## config.mk

```make
export PLATFORM = sky130hd
export DESIGN_NAME = core_rail_and_fet_ctrl_regs
export DESIGN_NICKNAME = d
export VERILOG_FILES = /design/src/core_rail_pkg.sv /design/src/core_rail_and_fet_ctrl_regs.sv /design/src/rail_slew.sv
export SDC_FILE = /design/constraint.sdc
export NUM_CORES = 1
export LEC_CHECK = 0
export BUFFER_PORTS_ARGS = -buffer_cell sky130_fd_sc_hd__buf_2
export CORE_MARGIN = 1
export CORE_UTILIZATION = 43
export CTS_BUF_LIST = sky130_fd_sc_hd__clkbuf_4 sky130_fd_sc_hd__clkbuf_8
export CTS_CLUSTER_SIZE = 12
export DETAILED_ROUTE_END_ITERATION = 8
export SLEW_MARGIN = 20
export SYNTH_ARGS = -nofsm -noshare
export SYNTH_HDL_FRONTEND = slang
export SYNTH_SLANG_ARGS = --single-unit
```

## constraint.sdc

```tcl
create_clock -name MCLK_I -period 3.5 [get_ports MCLK_I]
set_input_delay 0.175 -clock MCLK_I [delete_from_list [all_inputs] [get_ports MCLK_I]]
set_output_delay 0.175 -clock MCLK_I [all_outputs]
set_load 0.01 [all_outputs]
```

## src/core_rail_pkg.sv

```systemverilog
// Constants for the second core rail and external-FET rail register bank.
// Assumes byte-wide register access from two access ports selected by one bit.
package core_rail_pkg;
   localparam logic [7:0] CTRL_OFFSET      = 8'h24;
   localparam logic [7:0] OPER_OFFSET      = 8'h25;
   localparam logic [7:0] SCALE_OFFSET     = 8'h26;
   localparam logic [7:0] FET_OFFSET       = 8'h27;
   localparam logic [7:0] CTRL_RESET       = 8'h04;
   localparam logic [7:0] OPER_RESET       = 8'h00;
   localparam logic [7:0] SCALE_RESET      = 8'h00;
   localparam logic [7:0] FET_RESET        = 8'h00;
   localparam logic [7:0] SCALE_WMASK      = 8'h7f;
   localparam logic [7:0] FET_WMASK        = 8'h03;
   localparam int         GAIN_HI          = 7;
   localparam int         GAIN_LO          = 6;
   localparam int         ILIM_BIT         = 5;
   localparam int         STEP_HI          = 4;
   localparam int         STEP_LO          = 2;
   localparam int         STATE_HI         = 1;
   localparam int         STATE_LO         = 0;
   localparam int         CMD_BIT          = 7;
   localparam logic [6:0] CODE_OFF         = 7'h00;
   localparam logic [6:0] CODE_MIN         = 7'h03;
   localparam logic [6:0] CODE_MAX         = 7'h4b;
   // Target in 12.5 mV units: code + 45 (0.5625 V / 12.5 mV)
   localparam logic [9:0] BASE_STEPS       = 10'h02d;
   // Slew pacing: cycles per 12.5 mV step = (slew_step_time + 1) * STEP_UNIT_CYC
   localparam int         STEP_UNIT_NS     = 1000;
   localparam int         CLK_PERIOD_NS    = 5;
   localparam int         STEP_UNIT_CYC    = STEP_UNIT_NS / CLK_PERIOD_NS;
endpackage

```

## src/core_rail_and_fet_ctrl_regs.sv

```systemverilog
// Register bank for the second core rail and the external-FET rail.
// Assumes each access port delivers one-cycle byte write/read strobes.
//
// Overview of operation
// - Gain field bits 7:6 give x1 for 00/01, x2 for 10, x3 for 11.
// - Bit 5 picks a 1.0 A limit when clear and above 1.5 A when set.
// - Setpoint changes move the output in 12.5 mV steps paced by a 3-bit field resetting to 1.
// - Core rail state 00/10 is off, 01 is high power, 11 is low power.
// - Command bit 7 of the operating register selects operating or scaling code.
// - Codes 3 to 75 give (code x 12.5 mV + 0.5625 V) times gain.
// - Codes of 75 and above saturate at the code-75 target.
// - Code 0 turns the rail off and codes 1 to 3 give the 0.6 V minimum.
// - Both setpoint registers are reachable from the port chosen by the port bit.
// - FET rail state 00/10 is off, 01/11 is on, bits 7:2 reserved.
// - Every register resets on the turn-off reset event and on the synchronised RESET_N_I.
`timescale 1ns/1ps
module core_rail_and_fet_ctrl_regs #(
   parameter int UNIT_CYC = core_rail_pkg::STEP_UNIT_CYC
) (
   input  wire logic       MCLK_I,
   input  wire logic       RESET_N_I,
   input  wire logic       TURNOFF_RESET_I,
   input  wire logic       SCALING_PORT_CHOICE_I,
   input  wire logic       SLEW_BYPASS_I,
   input  wire logic [7:0] CTL_ADDR_I,
   input  wire logic [7:0] CTL_WDATA_I,
   input  wire logic       CTL_WR_I,
   input  wire logic       CTL_RD_I,
   output logic      [7:0] CTL_RDATA_O,
   input  wire logic [7:0] SCL_ADDR_I,
   input  wire logic [7:0] SCL_WDATA_I,
   input  wire logic       SCL_WR_I,
   input  wire logic       SCL_RD_I,
   output logic      [7:0] SCL_RDATA_O,
   output logic      [1:0] OUTPUT_GAIN_CHOICE_O,
   output logic            LOAD_CURRENT_LIMIT_HIGH_O,
   output logic            CORE_RAIL_ON_O,
   output logic            CORE_RAIL_LOW_POWER_O,
   output logic      [9:0] CORE_RAIL_TARGET_O,
   output logic      [9:0] CORE_RAIL_LEVEL_O,
   output logic            CORE_RAIL_SLEWING_O,
   output logic            EXTERNAL_FET_RAIL_ON_O
);
   ////////////////////////////////////////////////////////////////////////////////////////////
   typedef struct packed {
      logic [7:0] ctrl;
      logic [7:0] oper;
      logic [7:0] scale;
      logic [7:0] fet;
      logic [7:0] ctl_rd;
      logic [7:0] scl_rd;
      logic [1:0] gain;
      logic       ilim;
      logic       on;
      logic       lowp;
      logic [9:0] target;
      logic [9:0] level;
      logic       slewing;
      logic       fet_on;
   } regs_t;
   regs_t r_r;
   regs_t r_nxt;
   logic [1:0] rst_sync_r;
   logic       rst_n;
   logic [9:0] slew_level;
   logic       slew_busy;
   logic [6:0] code;
   logic [9:0] units;
   logic [1:0] gain_mult;

   always_ff @(posedge MCLK_I or negedge RESET_N_I)
   begin
      if (!RESET_N_I)
         rst_sync_r <= 2'h0;
      else
         rst_sync_r <= {rst_sync_r[0], 1'b1};
   end
   assign rst_n = rst_sync_r[1];

   ////////////////////////////////////////////////////////////////////////////////////////////
   function automatic logic [7:0] read_reg(input regs_t r, input logic [7:0] a,
                                           input logic setp_ok);
      logic [7:0] d;
      d = 8'h00;
      case (a)
         core_rail_pkg::CTRL_OFFSET:  d = r.ctrl;
         core_rail_pkg::OPER_OFFSET:  d = setp_ok ? r.oper : 8'h00;
         core_rail_pkg::SCALE_OFFSET: d = setp_ok ? (r.scale & core_rail_pkg::SCALE_WMASK) : 8'h00;
         core_rail_pkg::FET_OFFSET:   d = r.fet & core_rail_pkg::FET_WMASK;
         default:                     d = 8'h00;
      endcase
      return d;
   endfunction

   always_comb
   begin
      r_nxt = r_r;
      // Scaling port owns setpoints when its choice bit is set, control port otherwise
      if (CTL_WR_I)
      begin
         case (CTL_ADDR_I)
            core_rail_pkg::CTRL_OFFSET:  r_nxt.ctrl = CTL_WDATA_I;
            core_rail_pkg::OPER_OFFSET:  if (!SCALING_PORT_CHOICE_I) r_nxt.oper = CTL_WDATA_I;
            core_rail_pkg::SCALE_OFFSET:
               if (!SCALING_PORT_CHOICE_I) r_nxt.scale = CTL_WDATA_I & core_rail_pkg::SCALE_WMASK;
            core_rail_pkg::FET_OFFSET:   r_nxt.fet = CTL_WDATA_I & core_rail_pkg::FET_WMASK;
            default:                     r_nxt.fet = r_nxt.fet;
         endcase
      end
      if (SCL_WR_I && SCALING_PORT_CHOICE_I)
      begin
         case (SCL_ADDR_I)
            core_rail_pkg::OPER_OFFSET:  r_nxt.oper = SCL_WDATA_I;
            core_rail_pkg::SCALE_OFFSET: r_nxt.scale = SCL_WDATA_I & core_rail_pkg::SCALE_WMASK;
            default:                     r_nxt.oper = r_nxt.oper;
         endcase
      end
      if (CTL_RD_I)
         r_nxt.ctl_rd = read_reg(r_r, CTL_ADDR_I, !SCALING_PORT_CHOICE_I);
      if (SCL_RD_I)
         r_nxt.scl_rd = read_reg(r_r, SCL_ADDR_I, SCALING_PORT_CHOICE_I);

      // Applied setpoint from command bit
      code = r_r.oper[core_rail_pkg::CMD_BIT] ? r_r.scale[6:0] : r_r.oper[6:0];
      if (code == core_rail_pkg::CODE_OFF)
         units = 10'h000;
      else if (code <= core_rail_pkg::CODE_MIN)
         units = {3'h0, core_rail_pkg::CODE_MIN} + core_rail_pkg::BASE_STEPS;
      else if (code >= core_rail_pkg::CODE_MAX)
         units = {3'h0, core_rail_pkg::CODE_MAX} + core_rail_pkg::BASE_STEPS;
      else
         units = {3'h0, code} + core_rail_pkg::BASE_STEPS;
      case (r_r.ctrl[core_rail_pkg::GAIN_HI:core_rail_pkg::GAIN_LO])
         2'h2:    gain_mult = 2'h2;
         2'h3:    gain_mult = 2'h3;
         default: gain_mult = 2'h1;
      endcase
      r_nxt.target = 10'(units * gain_mult);
      r_nxt.gain = gain_mult;
      r_nxt.ilim = r_r.ctrl[core_rail_pkg::ILIM_BIT];
      r_nxt.on = r_r.ctrl[core_rail_pkg::STATE_LO] && (units != 10'h000);
      r_nxt.lowp = r_r.ctrl[core_rail_pkg::STATE_HI] && r_r.ctrl[core_rail_pkg::STATE_LO];
      r_nxt.fet_on = r_r.fet[core_rail_pkg::STATE_LO];
      r_nxt.level = slew_level;
      r_nxt.slewing = slew_busy;

      // Turn-off event overrides everything
      if (TURNOFF_RESET_I)
      begin
         r_nxt = '0;
         r_nxt.ctrl = core_rail_pkg::CTRL_RESET;
         r_nxt.oper = core_rail_pkg::OPER_RESET;
         r_nxt.scale = core_rail_pkg::SCALE_RESET;
         r_nxt.fet = core_rail_pkg::FET_RESET;
      end
   end

   always_ff @(posedge MCLK_I or negedge rst_n)
   begin
      if (!rst_n)
         r_r <= '{ctrl: core_rail_pkg::CTRL_RESET, default: '0};
      else
         r_r <= r_nxt;
   end

   ////////////////////////////////////////////////////////////////////////////////////////////
   rail_slew #(
      .UNIT_CYC    (UNIT_CYC)
   ) u_slew (
      .clk_i       (MCLK_I),
      .rst_n_i     (rst_n),
      .clear_i     (TURNOFF_RESET_I),
      .target_i    (r_r.target),
      .step_time_i (r_r.ctrl[core_rail_pkg::STEP_HI:core_rail_pkg::STEP_LO]),
      .bypass_i    (SLEW_BYPASS_I),
      .level_o     (slew_level),
      .busy_o      (slew_busy)
   );

   assign CTL_RDATA_O               = r_r.ctl_rd;
   assign SCL_RDATA_O               = r_r.scl_rd;
   assign OUTPUT_GAIN_CHOICE_O      = r_r.gain;
   assign LOAD_CURRENT_LIMIT_HIGH_O = r_r.ilim;
   assign CORE_RAIL_ON_O            = r_r.on;
   assign CORE_RAIL_LOW_POWER_O     = r_r.lowp;
   assign CORE_RAIL_TARGET_O        = r_r.target;
   assign CORE_RAIL_LEVEL_O         = r_r.level;
   assign CORE_RAIL_SLEWING_O       = r_r.slewing;
   assign EXTERNAL_FET_RAIL_ON_O    = r_r.fet_on;
endmodule

```

## src/rail_slew.sv

```systemverilog
// Moves the applied rail level toward its target in single 12.5 mV units.
// Assumes target and pacing come from registers in the same clock domain.
`timescale 1ns/1ps
module rail_slew #(
   parameter int UNIT_CYC = core_rail_pkg::STEP_UNIT_CYC
) (
   input  wire logic       clk_i,
   input  wire logic       rst_n_i,
   input  wire logic       clear_i,
   input  wire logic [9:0] target_i,
   input  wire logic [2:0] step_time_i,
   input  wire logic       bypass_i,
   output logic      [9:0] level_o,
   output logic            busy_o
);
   typedef struct packed {
      logic [9:0]  level;
      logic [15:0] cnt;
   } slew_t;
   slew_t s_r;
   slew_t s_nxt;
   logic [15:0] period;

   always_comb
   begin
      period = 16'((32'(step_time_i) + 32'd1) * UNIT_CYC);
      s_nxt = s_r;
      if (clear_i)
      begin
         s_nxt = '0;
      end
      else if (bypass_i)
      begin
         s_nxt.level = target_i;
         s_nxt.cnt = '0;
      end
      else if (s_r.level == target_i)
      begin
         s_nxt.cnt = '0;
      end
      else if (s_r.cnt + 16'h0001 >= period)
      begin
         s_nxt.cnt = '0;
         // One 12.5 mV step per period
         s_nxt.level = (s_r.level < target_i) ? s_r.level + 10'h001 : s_r.level - 10'h001;
      end
      else
      begin
         s_nxt.cnt = s_r.cnt + 16'h0001;
      end
   end

   always_ff @(posedge clk_i or negedge rst_n_i)
   begin
      if (!rst_n_i)
         s_r <= '0;
      else
         s_r <= s_nxt;
   end

   assign level_o = s_r.level;
   assign busy_o  = (s_r.level != target_i);
endmodule

```

==> results.py <==
metrics = {
    "clocking": {
        "numCtsBuffers": 9,
        "cts.sinks": 96,
        "cts_root_buffer": "clkbuf_8",
        "clock_latency_ns": 0.40,
        "clkTransAtPathRegs_ns": 0.10,
        "htreeDepth": 3,
        "clockBufferDepth": 2,
        "cts_tree": "yes",
    },
    "worst_setup_path": {
        "cp_num_buf_inv": 3,
        "crit_cells": 15,
        "crit_path_max_fanout": 6,
        "worst_path_largest_cell_delay_ns": 0.58,
        "crit_slowest_cell": "dfstp_2",
        "cp.arrival_ns": 4.16,
        "ff2ff_path_depth": 15,
        "critical_path_class": "reg2reg",
        "cp_top_family": "simple AND/OR/NAND/NOR gates",
        "cp-start-kind": "register",
        "crit_chain": "inv_2 > ha_4 > inv_2 > ha_4 > fa_2 > a21oi_2 > xor2_1 > ha_1 > nand2_1 > or2_2 > a21oi_1 > or4_4 > or4_4 > buf_12 > nor2b_2",
        "r2r-end": "u_slew.s_r[12]",
        "worstSetupEndpointType": "register",
        "r2r_slack_ns": -0.33,
        "rr_startpoint": "r_r[69]",
        "required_ns": 3.83,
    },
    "synth": {
        "yosysUniqueCellTypes": 67,
        "syn-cell-area_um2": 6280,
        "synthTopCellsByArea": "dfrtp_1 38%, ha_1 9.2%, buf_4 4.5%, nor2_1 3.9%, nand2_1 3.5%",
        "synth_edf_count": 0,
        "yosys_warnings": 0,
        "ys_dominant_reg_cell": "dfrtp_1",
        "postSynthCellCount": 690,
        "synth-compound-area-share": 0.156,
        "synth_xor_area_frac": 0.0418,
        "ys_ff_latch": 96,
        "yosys.area_share.adder": 0.101,
        "yosysTopAreaCell": "dfrtp_1",
        "async_flop_share": 1.00,
        "synthMuxAreaShare": 0.0245,
        "synth_top_family_by_area": "simple AND/OR/NAND/NOR gates",
        "yosysTopAreaCellShare": 0.379,
        "avgSynthCellArea_um2": 9.10,
        "yosys.area_share.simple": 0.208,
        "ys_seq_area_frac": 0.383,
    },
    "grt": {
        "grt_usage": 0.223,
        "met2_usage": 0.363,
        "antenna_found_initial": 0,
        "use_met3": 0.0362,
        "grt_pass1_vias": 5239,
        "grt_max_degree": 65,
        "grt_pass1_wl_um": 25900,
        "grt_use_met1": 0.292,
        "grt-busiest-layer": "met2",
        "grt_overflow_total": 0,
    },
    "layout": {
        "fin_area_um2": 7420,
        "drive_gt1_frac": 0.273,
        "areaGrowthSynthToFinish_pct": 18.2,
        "final_util": 0.528,
        "finalNonFillerCells": 967,
        "final_cell_mix": "93 x dfrtp_1, 83 x buf_2, 62 x nor2_1",
        "nNetsFinal": 872,
        "final_common_cell": "dfrtp_1",
        "diodes": 0,
    },
    "timing": {
        "finalSetupViolCount": 23,
        "min_period_ns": 3.83,
        "hold_violations": 0,
        "fin_crit_sh": 1.10,
        "finalMaxSlewViolations": 0,
        "finalClockSkew_ns": 0.0125,
        "tightest_slew_ns": 0.840,
        "setup_slack_ns": -0.334,
        "relSlewSlack": 0.440,
        "max_freq_mhz": 261,
        "rsz0062_at_grt": "yes",
    },
    "routing": {
        "vias": 5327,
        "via_per_inst": 5.51,
        "first_iter_violations": 469,
        "antenna_left": 0,
        "wirelength_um": 15800,
        "drc": 0,
        "wl_per_cell_um": 16.4,
        "drtPass1Iterations": 6,
    },
    "worst_hold_path": {
        "min_from": "SCL_WDATA_I[7]",
        "min_path_type": "in2reg",
        "hold_end": "r_r[66]",
        "holdPathStages": 3,
    },
    "power_and_ir_drop": {
        "total_power_mw": 2.94,
        "leakage_nw": 3.49,
        "clkPwrFrac": 0.268,
        "p_int_mw": 1.97,
        "switchingPower_uw": 974,
        "power.share.sequential": 0.414,
        "p_comb_frac": 0.318,
        "switching_share": 0.331,
        "power_density_nw_per_um2": 396,
        "ir_drop_mv": 0.204,
    },
    "placement": {
        "io_buffers": 83,
        "gp_congestion": 0.910,
        "hpwl_um": 11800,
        "postPlaceCellArea_um2": 6980,
        "dp_cells": 942,
    },
    "outcome": {
        "status": "finished with violations",
        "violations": "setup timing",
    },
    "run": {
        "max_cap_viol_count": 0,
    },
    "floorplanning": {
        "initial_core_util": 0.447,
        "core_area_um2": 14000,
        "die-width_um": 123,
        "ios": 84,
        "fp.dieArea_um2": 15100,
        "chipHeight_um": 123,
        "row_count": 43,
    },
}
## power by group through the flow
stage / Sequential [mW] / Clock, mW / Combinational (mW)
6_report: 1.22 / 0.789 / 0.934
5_1_grt: 1.23 / 0.842 / 1.04
4_1_cts: 1.22 / 0.806 / 0.927
3_5_place_dp: 1.24 / 0 / 0.881
3_3_place_gp: 1.24 / 0 / 0.866
2_1_floorplan: 1.23 / 0 / 0.639
## layout make-up
| class | instances | area, µm² |
|---|---|---|
| clock inverter | 5 | 55.1 |
| fill | 1282 | 6620 |
| clock buffer | 11 | 151 |
| multi-input combinational | 499 | 3560 |
| timing repair buffer | 141 | 885 |
| sequential | 96 | 2410 |
| inverter | 35 | 131 |
| tap | 180 | 225 |
## how the worst max path moves through the flow
stage / startpoint / slack, ns / to
after floorplan: r_r[69] / -0.25 / u_slew.s_r[11]
after global placement: r_r[69] / -0.30 / u_slew.s_r[0]
after detailed placement: r_r[69] / -0.42 / u_slew.s_r[0]
after CTS: r_r[69] / -0.40 / u_slew.s_r[12]
after global routing: r_r[69] / -0.48 / u_slew.s_r[8]
final: r_r[69] / -0.33 / u_slew.s_r[12]
## registers in the layout, summed over array words and instances, names as in the netlist
signal / cells
CORE_RAIL_LEVEL_O: 10
CORE_RAIL_LOW_POWER_O: 1
CORE_RAIL_ON_O: 1
CORE_RAIL_SLEWING_O: 1
CORE_RAIL_TARGET_O: 10
CTL_RDATA_O: 8
EXTERNAL_FET_RAIL_ON_O: 1
LOAD_CURRENT_LIMIT_HIGH_O: 1
OUTPUT_GAIN_CHOICE_O: 2
SCL_RDATA_O: 8
r_r: 25
rst_sync_r: 2
u_slew.level_o: 10
u_slew.s_r: 16
## metal layers
| metal | share of wire | routed length [µm] |
|---|---|---|
| met5 | 0 | 0 |
| met4 | 0.020 | 316 |
| met3 | 0.054 | 860 |
| met2 | 0.48 | 7660 |
| met1 | 0.44 | 7010 |
## timing repair
action                                 4_1_cts  5_1_grt
setup endpoints to repair                   24       27
pin swaps                                   20       15
hold buffers                                 1        0
setup buffers                                4        4
gates resized for setup                     16       27
endpoints found under the hold margin        2        0
## tightest hold or removal path: cells and delay by family
family,cells,cell delay (ns)
buffers and inverters,1,0.09
AOI/OAI and AO/OA,1,0.05
and+or+nand+nor,1,0.09
## synthesized netlist by cell type (3+ instances only)
cell type and n:
a211oi_1 8, a21boi_0 7, a21o_1 5, a21oi_1 35
a222oi_1 6, a22o_1 7, a22oi_1 11, a311oi_1 15
and2_1 3, and2b_2 3, and3_1 4, buf_1 4
buf_4 38, clkbuf_1 21, dfrtp_1 95, fa_1 3
ha_1 46, inv_1 35, mux2_2 3, mux2i_1 12
nand2_1 59, nand2b_1 5, nand3_1 39, nand4_1 8
nor2_1 66, nor2_2 3, nor2b_1 22, nor2b_2 5
nor3_1 18, o211ai_1 6, o21ai_0 21, xnor2_1 17
xor2_1 13
## cells by family after synthesis
| family | after synthesis |
|---|---|
| xor gates and xnor gates | 30 |
| other | 2 |
| adders and majority gates | 49 |
| DFF | 96 |
| muxes | 15 |
| AOI/OAI and AO/OA | 141 |
| buffers and inverters | 100 |
| and+or+nand+nor | 257 |
## metrics by stage
stage / TNS (ns) / setup WS, ns / hold WS (ns)
2_1_floorplan: -3.07 / -0.253 / -0.121
4_1_cts: -7.14 / -0.404 / 0.0418
3_3_place_gp: -3.89 / -0.304 / -0.0389
5_1_grt: -9.51 / -0.483 / 0.0828
3_5_place_dp: -6.47 / -0.420 / -0.0386
6_report: -6.18 / -0.334 / 0.0460
Note: power is estimated with default switching activity, not from simulation.
